<file path="src/verilog/fvr_pkg.sv">
// Package: command codes, field layout, reset values and timing for fault response
package fvr_pkg;
    // Command codes
    localparam logic [7:0] CMD_CLEAR_FAULTS = 8'h03;
    localparam logic [7:0] CMD_OV_RESPONSE  = 8'h41;
    localparam logic [7:0] CMD_UV_LIMIT     = 8'h44;
    localparam logic [7:0] CMD_UV_RESPONSE  = 8'h45;
    localparam logic [7:0] CMD_STATUS_VOUT  = 8'h7a;

    // Response byte layout
    localparam int BEHAV_BIT = 7;
    localparam int RETRY_HI  = 5;
    localparam int RETRY_LO  = 3;
    localparam int DELAY_HI  = 2;
    localparam int DELAY_LO  = 0;
    localparam logic [2:0] RETRY_CONTINUOUS = 3'h7;
    localparam logic [7:0] RESPONSE_RESET   = 8'h80;

    // Status byte layout
    localparam int STAT_OV_BIT = 7;
    localparam int STAT_UV_BIT = 4;

    // Threshold default as a fraction of the strap
    localparam logic [20:0] UV_DEFAULT_NUM = 21'h000011;
    localparam logic [20:0] UV_DEFAULT_DEN = 21'h000014;
    localparam logic [15:0] UV_LIMIT_RESET = 16'h0000;

    // Retry time unit
    localparam int CLK_MHZ        = 250;
    localparam int RETRY_UNIT_MS  = 35;
    localparam int RETRY_UNIT_CYC = RETRY_UNIT_MS * CLK_MHZ * 1000;

    typedef enum logic [3:0] {
        ST_OFF   = 4'h1,
        ST_ON    = 4'h2,
        ST_WAIT  = 4'h4,
        ST_LATCH = 4'h8
    } fvr_state_type;
endpackage

</file>
<file path="src/verilog/fvr_tmr_if.sv">
// Interface between the fault controller and its retry timer
`timescale 1ns/1ps
`default_nettype none
interface fvr_tmr_if;
    logic       run;
    logic       clr;
    logic [3:0] ticks;
    modport ctrl  (output run, output clr, input ticks);
    modport timer (input run, input clr, output ticks);
endinterface
`default_nettype wire

</file>
<file path="src/verilog/fvr_retry_timer.sv">
// Retry timer: counts whole retry time units while running
`timescale 1ns/1ps
`default_nettype none
module fvr_retry_timer #(
    parameter int UNIT_CYC = fvr_pkg::RETRY_UNIT_CYC,
    parameter int PRE_W    = 24
) (
    // Clock, reset and enable
    input  wire logic  mclk,
    input  wire logic  nrst,
    input  wire logic  ce,
    // Controller side
    fvr_tmr_if.timer   tmr
);
    logic [PRE_W-1:0] pre_reg;
    logic [PRE_W-1:0] pre_next;
    logic [3:0]       ticks_reg;
    logic [3:0]       ticks_next;

    always_comb begin
        pre_next   = pre_reg;
        ticks_next = ticks_reg;
        if (tmr.clr) begin
            pre_next   = '0;
            ticks_next = 4'h0;
        end else if (tmr.run) begin
            if (pre_reg == PRE_W'(UNIT_CYC - 1)) begin
                pre_next = '0;
                // Saturate: longest delay needs only eight units
                if (ticks_reg != 4'hf) begin
                    ticks_next = ticks_reg + 4'h1;
                end
            end else begin
                pre_next = pre_reg + PRE_W'(1);
            end
        end
    end

    always_ff @(posedge mclk) begin
        if (!nrst) begin
            pre_reg   <= '0;
            ticks_reg <= 4'h0;
        end else if (ce) begin
            pre_reg   <= pre_next;
            ticks_reg <= ticks_next;
        end
    end

    assign tmr.ticks = ticks_reg;
endmodule
`default_nettype wire

</file>
<file path="src/verilog/fvr_vout_fault.sv">
// Output voltage fault supervision: limits, responses, status and retry control
//
// Functional notes
// - Behavior 1x disables output, then retry field
// - Fault pulls alert low, sets status
// - Status bits clear only by clear-faults
// - Retry 000 keeps output off until restart
// - Retry 111 restarts until off or fault
// - Retry delay is (field+1) times 35 ms
// - Delay measured start to start of attempts
// - Threshold 16-bit unsigned, 2^-13 volt steps
// - Undervoltage masked before power-good or disabled
// - Threshold defaults to 0.85 of strap
// - Undervoltage response resets to 80h
// - Undervoltage response is one paged byte
// - Overvoltage response same layout, resets 80h
`timescale 1ns/1ps
`default_nettype none
module fvr_vout_fault #(
    parameter int RETRY_UNIT_CYC = fvr_pkg::RETRY_UNIT_CYC
) (
    // Clock, reset, enable
    input  wire logic        mclk,
    input  wire logic        nrst,
    input  wire logic        ce,
    // Decoded command port
    input  wire logic        cmd_valid,
    input  wire logic        cmd_write,
    input  wire logic [7:0]  cmd_code,
    input  wire logic [15:0] cmd_wdata,
    output logic      [15:0] cmd_rdata,
    // Converter state
    input  wire logic [15:0] vout_meas,
    input  wire logic [15:0] voltage_setpoint_strap,
    input  wire logic        output_good_flag,
    input  wire logic        ov_detect,
    input  wire logic        enable_cmd,
    input  wire logic        bias_ok,
    input  wire logic        other_fault,
    // Output control and alert
    output logic             out_enable,
    output logic             alert_line_o,
    output logic             alert_line_oe_n
);
    fvr_tmr_if tmr ();

    fvr_retry_timer #(
        .UNIT_CYC (RETRY_UNIT_CYC),
        .PRE_W    (24)
    ) u_timer (
        .mclk (mclk),
        .nrst (nrst),
        .ce   (ce),
        .tmr  (tmr)
    );

    function automatic logic [2:0] retry_of(input logic [7:0] resp);
        retry_of = resp[fvr_pkg::RETRY_HI:fvr_pkg::RETRY_LO];
    endfunction

    function automatic logic [3:0] wait_units(input logic [7:0] resp);
        wait_units = {1'b0, resp[fvr_pkg::DELAY_HI:fvr_pkg::DELAY_LO]} + 4'h1;
    endfunction

    fvr_pkg::fvr_state_type state_reg;
    fvr_pkg::fvr_state_type state_next;
    logic [15:0] uv_limit_reg;
    logic [15:0] uv_limit_next;
    logic [7:0]  uv_resp_reg;
    logic [7:0]  uv_resp_next;
    logic [7:0]  ov_resp_reg;
    logic [7:0]  ov_resp_next;
    logic [7:0]  act_resp_reg;
    logic [7:0]  act_resp_next;
    logic        strap_done_reg;
    logic        strap_done_next;
    logic        uv_stat_reg;
    logic        uv_stat_next;
    logic        ov_stat_reg;
    logic        ov_stat_next;
    logic        out_en_reg;
    logic        out_en_next;
    logic        alert_oe_n_reg;
    logic        alert_oe_n_next;
    logic        run_reg;
    logic        run_next;
    logic        clr_reg;
    logic        clr_next;
    logic [15:0] rdata_reg;
    logic [15:0] rdata_next;

    logic        start_ok;
    logic        wr_hit;
    logic        clear_hit;
    logic        uv_event;
    logic        ov_event;
    logic [7:0]  fault_resp;
    logic [20:0] strap_scaled;
    logic [7:0]  status_byte;

    assign start_ok  = enable_cmd && bias_ok && !other_fault;
    assign wr_hit    = cmd_valid && cmd_write;
    assign clear_hit = wr_hit && (cmd_code == fvr_pkg::CMD_CLEAR_FAULTS);
    // Undervoltage only counts once regulating and good
    assign uv_event  = (state_reg == fvr_pkg::ST_ON) && output_good_flag
                       && (vout_meas < uv_limit_reg);
    assign ov_event  = (state_reg == fvr_pkg::ST_ON) && ov_detect;
    // Overvoltage takes priority when both strike together
    assign fault_resp = ov_event ? ov_resp_reg : uv_resp_reg;
    assign strap_scaled = (21'(voltage_setpoint_strap) * fvr_pkg::UV_DEFAULT_NUM)
                          / fvr_pkg::UV_DEFAULT_DEN;
    assign status_byte = 8'(({7'h00, ov_stat_reg} << fvr_pkg::STAT_OV_BIT)
                       | ({7'h00, uv_stat_reg} << fvr_pkg::STAT_UV_BIT));

    // Register file and sticky status
    always_comb begin
        uv_limit_next   = uv_limit_reg;
        uv_resp_next    = uv_resp_reg;
        ov_resp_next    = ov_resp_reg;
        strap_done_next = 1'b1;
        rdata_next      = rdata_reg;
        // Strap is sampled once, on the first cycle after reset
        if (!strap_done_reg) begin
            uv_limit_next = strap_scaled[15:0];
        end else if (wr_hit) begin
            case (cmd_code)
                fvr_pkg::CMD_UV_LIMIT:    uv_limit_next = cmd_wdata;
                fvr_pkg::CMD_UV_RESPONSE: uv_resp_next  = cmd_wdata[7:0];
                fvr_pkg::CMD_OV_RESPONSE: ov_resp_next  = cmd_wdata[7:0];
                default:                  uv_limit_next = uv_limit_reg;
            endcase
        end
        if (cmd_valid && !cmd_write) begin
            case (cmd_code)
                fvr_pkg::CMD_UV_LIMIT:    rdata_next = uv_limit_reg;
                fvr_pkg::CMD_UV_RESPONSE: rdata_next = {8'h00, uv_resp_reg};
                fvr_pkg::CMD_OV_RESPONSE: rdata_next = {8'h00, ov_resp_reg};
                fvr_pkg::CMD_STATUS_VOUT: rdata_next = {8'h00, status_byte};
                default:                  rdata_next = 16'h0000;
            endcase
        end
        // New fault wins over a simultaneous clear
        uv_stat_next    = uv_event || (uv_stat_reg && !clear_hit);
        ov_stat_next    = ov_event || (ov_stat_reg && !clear_hit);
        alert_oe_n_next = !(uv_stat_next || ov_stat_next);
    end

    // Output state machine
    always_comb begin
        state_next    = state_reg;
        act_resp_next = act_resp_reg;
        clr_next      = 1'b0;
        case (state_reg)
            fvr_pkg::ST_OFF: begin
                if (start_ok) begin
                    state_next = fvr_pkg::ST_ON;
                    clr_next   = 1'b1;
                end
            end
            fvr_pkg::ST_ON: begin
                if (!start_ok) begin
                    state_next = fvr_pkg::ST_OFF;
                end else if (uv_event || ov_event) begin
                    act_resp_next = fault_resp;
                    // Codes 00 and 01 are unused: flag only, stay on
                    if (fault_resp[fvr_pkg::BEHAV_BIT]) begin
                        if (retry_of(fault_resp) == fvr_pkg::RETRY_CONTINUOUS) begin
                            state_next = fvr_pkg::ST_WAIT;
                        end else begin
                            state_next = fvr_pkg::ST_LATCH;
                        end
                    end
                end
            end
            fvr_pkg::ST_WAIT: begin
                if (!start_ok) begin
                    state_next = fvr_pkg::ST_OFF;
                end else if (tmr.ticks >= wait_units(act_resp_reg)) begin
                    state_next = fvr_pkg::ST_ON;
                    clr_next   = 1'b1;
                end
            end
            fvr_pkg::ST_LATCH: begin
                // Only a restart releases the latched shutdown
                if (!enable_cmd || !bias_ok) begin
                    state_next = fvr_pkg::ST_OFF;
                end
            end
            default: state_next = fvr_pkg::ST_OFF;
        endcase
        out_en_next = (state_next == fvr_pkg::ST_ON);
        run_next    = (state_next == fvr_pkg::ST_ON)
                      || (state_next == fvr_pkg::ST_WAIT);
    end

    always_ff @(posedge mclk) begin
        if (!nrst) begin
            state_reg      <= fvr_pkg::ST_OFF;
            uv_limit_reg   <= fvr_pkg::UV_LIMIT_RESET;
            uv_resp_reg    <= fvr_pkg::RESPONSE_RESET;
            ov_resp_reg    <= fvr_pkg::RESPONSE_RESET;
            act_resp_reg   <= fvr_pkg::RESPONSE_RESET;
            strap_done_reg <= 1'b0;
            uv_stat_reg    <= 1'b0;
            ov_stat_reg    <= 1'b0;
            out_en_reg     <= 1'b0;
            alert_oe_n_reg <= 1'b1;
            run_reg        <= 1'b0;
            clr_reg        <= 1'b0;
            rdata_reg      <= 16'h0000;
        end else if (ce) begin
            state_reg      <= state_next;
            uv_limit_reg   <= uv_limit_next;
            uv_resp_reg    <= uv_resp_next;
            ov_resp_reg    <= ov_resp_next;
            act_resp_reg   <= act_resp_next;
            strap_done_reg <= strap_done_next;
            uv_stat_reg    <= uv_stat_next;
            ov_stat_reg    <= ov_stat_next;
            out_en_reg     <= out_en_next;
            alert_oe_n_reg <= alert_oe_n_next;
            run_reg        <= run_next;
            clr_reg        <= clr_next;
            rdata_reg      <= rdata_next;
        end
    end

    // Open-drain alert: the pin only ever drives low
    always_ff @(posedge mclk) begin
        alert_line_o <= 1'b0;
    end

    assign tmr.run         = run_reg;
    assign tmr.clr         = clr_reg;
    assign out_enable      = out_en_reg;
    assign alert_line_oe_n = alert_oe_n_reg;
    assign cmd_rdata       = rdata_reg;
endmodule
`default_nettype wire

</file>
<file path="config.mk">
export PLATFORM = sky130hd
export DESIGN_NAME = fvr_vout_fault
export DESIGN_NICKNAME = d
export VERILOG_FILES = /design/src/verilog/fvr_pkg.sv /design/src/verilog/fvr_tmr_if.sv /design/src/verilog/fvr_retry_timer.sv /design/src/verilog/fvr_vout_fault.sv
export SDC_FILE = /design/constraint.sdc
export NUM_CORES = 1
export LEC_CHECK = 0
export ABC_AREA = 1
export BUFFER_PORTS_ARGS = -buffer_cell sky130_fd_sc_hd__buf_2
export CAP_MARGIN = 0
export CORE_MARGIN = 5
export CORE_UTILIZATION = 60
export DETAILED_ROUTE_END_ITERATION = 16
export HOLD_SLACK_MARGIN = 0.05
export PLACE_DENSITY = 0.89
export SETUP_SLACK_MARGIN = 0.1
export SLEW_MARGIN = 20
export SYNTH_ARGS = -nofsm -noshare
export SYNTH_HDL_FRONTEND = slang
export SYNTH_SLANG_ARGS = --single-unit
</file>
<file path="constraint.sdc">
create_clock -name mclk -period 7.5 [get_ports mclk]
set_clock_uncertainty 0.05 [all_clocks]
set_input_delay 0.375 -clock mclk [delete_from_list [all_inputs] [get_ports mclk]]
set_output_delay 0.375 -clock mclk [all_outputs]
set_load 0.02 [all_outputs]
</file>
==> results.toml <==
[status]
status = "finished, violations left"
violations = "negative setup slack"

[grt]
grt_antenna_before_repair = 0
use_met1_pct = 30.6
grt_usage_pct = 25.3
gr-total-overflow = 0
grt_busiest_layer = "met2"
grt_pass1_wl_um = 28500
grt_use_met3_pct = 3.24
use_met2_pct = 44.1
grt_pass1_vias = 6658
grt_max_degree = 38

[final_layout]
fin_nets = 1304
area_growth_pct = 25.0
stdcell_count = 1341
drive_gt1_share_pct = 25.0
layout_commonest_cell = "nand2_1"
final_cell_mix = "nand2_1 (208), inv_1 (140), dfxtp_1 (90)"
largest_register_ff_count = 24
fin_util_pct = 75.9

[clock_tree]
cts-buffers-inserted = 9
cts_hold_buf = 0
clock-sinks = 90
root_buffer = "clkbuf_16"
path_clk_slew_ns = 0.07
cts_tree = "yes"
clock_path_buffers = 2
clock_latency_ns = 0.35
cts_max_level = 3

[sta]
tightestPinTransition_ns = 0.926
fin_crit_sh_pct = 102
fin_crit_ns = 7.65
drv_slew = 0
rsz0062_at_grt = "yes"
setup_violations = 2
hold_viol = 0
relSlewSlack_pct = 37.8
setup_tns_ns = -0.246
fmax_mhz = 131
timing.final.ws_setup_ns = -0.152

[synth]
yosysUniqueCellTypes = 45
synthArstFlopShare_pct = 0
muxShareOfSynthArea_pct = 0
ys.flop_type = "dfxtp_1"
synthAdderAreaFrac_pct = 8.66
synth.yosys.seq_area_share_pct = 26.2
syn-num-nets = 1209
synth_top_family_by_area = "simple AND/OR/NAND/NOR gates"
synth-compound-area-share_pct = 17.9
synthXorXnorAreaFrac_pct = 2.04
synth_seq_cells = 90
netlist_instances = 1096
yosys_warnings = 0
syn_area_mm2 = 0.00688
yosys.area_share.simple_pct = 34.7
syn_area_per_cell_um2 = 6.27
synth_edf_count = 0

[worst_setup_path]
endpoint_kind = "flop"
critPathMaxStageDelay_ns = 0.30
critPathRequiredTime_ns = 7.65
cp_max_fo = 5
crit_type = "in2reg"
startpoint_type = "input port"
worst_path_max_delay_cell = "ha_4"
arrival_ns = 7.81

[drt]
wirelength_um = 20600
vias = 7879
drc_errors = 0
antenna_left = 0
drtPass1Iterations = 8
first_iter_violations = 757
drt-wirelength-per-cell_um = 15.4
vias_per_cell = 5.88

[floorplanning]
num_rows = 39
die_x_um = 117
io_pins = 85
start_util_pct = 60.7
core-area_mm2 = 0.0113
die_area_mm2 = 0.0137
die_height_um = 117

[placement]
portBuffers = 83
dp_hpwl_um = 13600
place_inst = 1305
place_congestion = 0.936

[job]
drv_cap = 0

[worst_hold_path]
hold_path.class = "in2reg"
==> per-layer routing <==
| layer | vias up | routed length (um) |
|---|---|---|
| li1 | 3821 | - |
| met5 | - | 0 |
| met2 | 367 | 10300 |
| met1 | 3607 | 8140 |
| met3 | 84 | 1270 |
| met4 | 0 | 881 |
==> what timing repair did <==
item,CTS,global route
setup endpoints to repair,0,4
setup buffers,0,18
gates resized for setup,0,165
endpoints found under the hold margin,0,0
==> final cells by class <==
class / count / area [um2]
diodes: 2 / 5.00
clock buffers: 11 / 243
clock inverters: 5 / 37.5
fillers: 762 / 2730
inverters: 169 / 634
multi-input cells: 816 / 5100
flip-flops and latches: 90 / 1800
well taps: 143 / 179
repair buffers: 105 / 597
==> stage by stage <==
stage / setup WS (ns) / instance area [um2] / hold WS [ns]
6_report: -0.152 / 8590 / 0.286
3_3_place_gp: 0.0585 / 7420 / 0.390
3_5_place_dp: -0.181 / 7420 / 0.394
5_1_grt: -0.639 / 8590 / 0.330
4_1_cts: 0.141 / 7700 / 0.287
2_1_floorplan: 0.731 / 6880 / 0.380
==> kinds of logic (layout without fill, tap and decap cells) <==
family                     Yosys count  in the layout
and+or+nand+nor                    531            531
AOI/OAI and AO/OA                  221            221
buffers and inverters              190            290
DFF                                 90             90
adders and majority gates           47             47
xor gates and xnor gates            16             16
other                                1              3
==> critical path, delay by kind of cell <==
kind                       cells  cell delay [ns]
buffers and inverters          9             0.75
AOI/OAI and AO/OA              4             0.65
and+or+nand+nor               59             5.42
adders and majority gates      2             0.55
==> synth_stat cells (all sizes together), types with 10 or more instances <==
master / instances / area share [%]
a21oi: 96 / 7.2
clkbuf: 18 / 0.98
dfxtp: 90 / 26
ha: 46 / 8.4
inv: 165 / 9.0
nand2: 292 / 17
nand3: 98 / 7.9
nor2: 93 / 5.2
nor3: 20 / 1.5
nor4: 11 / 1.0
o211ai: 10 / 1.1
o21ai: 80 / 5.8
==> final timing paths <==
check / start / end / slack (ns) / depth (start not counted)
worst max-delay path: voltage_setpoint_strap[9] / uv_limit_reg[0] / -0.15 / 74
worst min-delay path: cmd_wdata[6] / ov_resp_reg[6] / 0.29 / 3
worst max register to register: clr_reg / u_timer.pre_reg[21] / 4.50 / 10
worst min register to register: ov_resp_reg[6] / ov_resp_reg[6] / 0.41 / 2
Power is left out: the tool's default activity adds up to more than one toggle a clock period on the data nets, which glitch-free logic cannot reach.
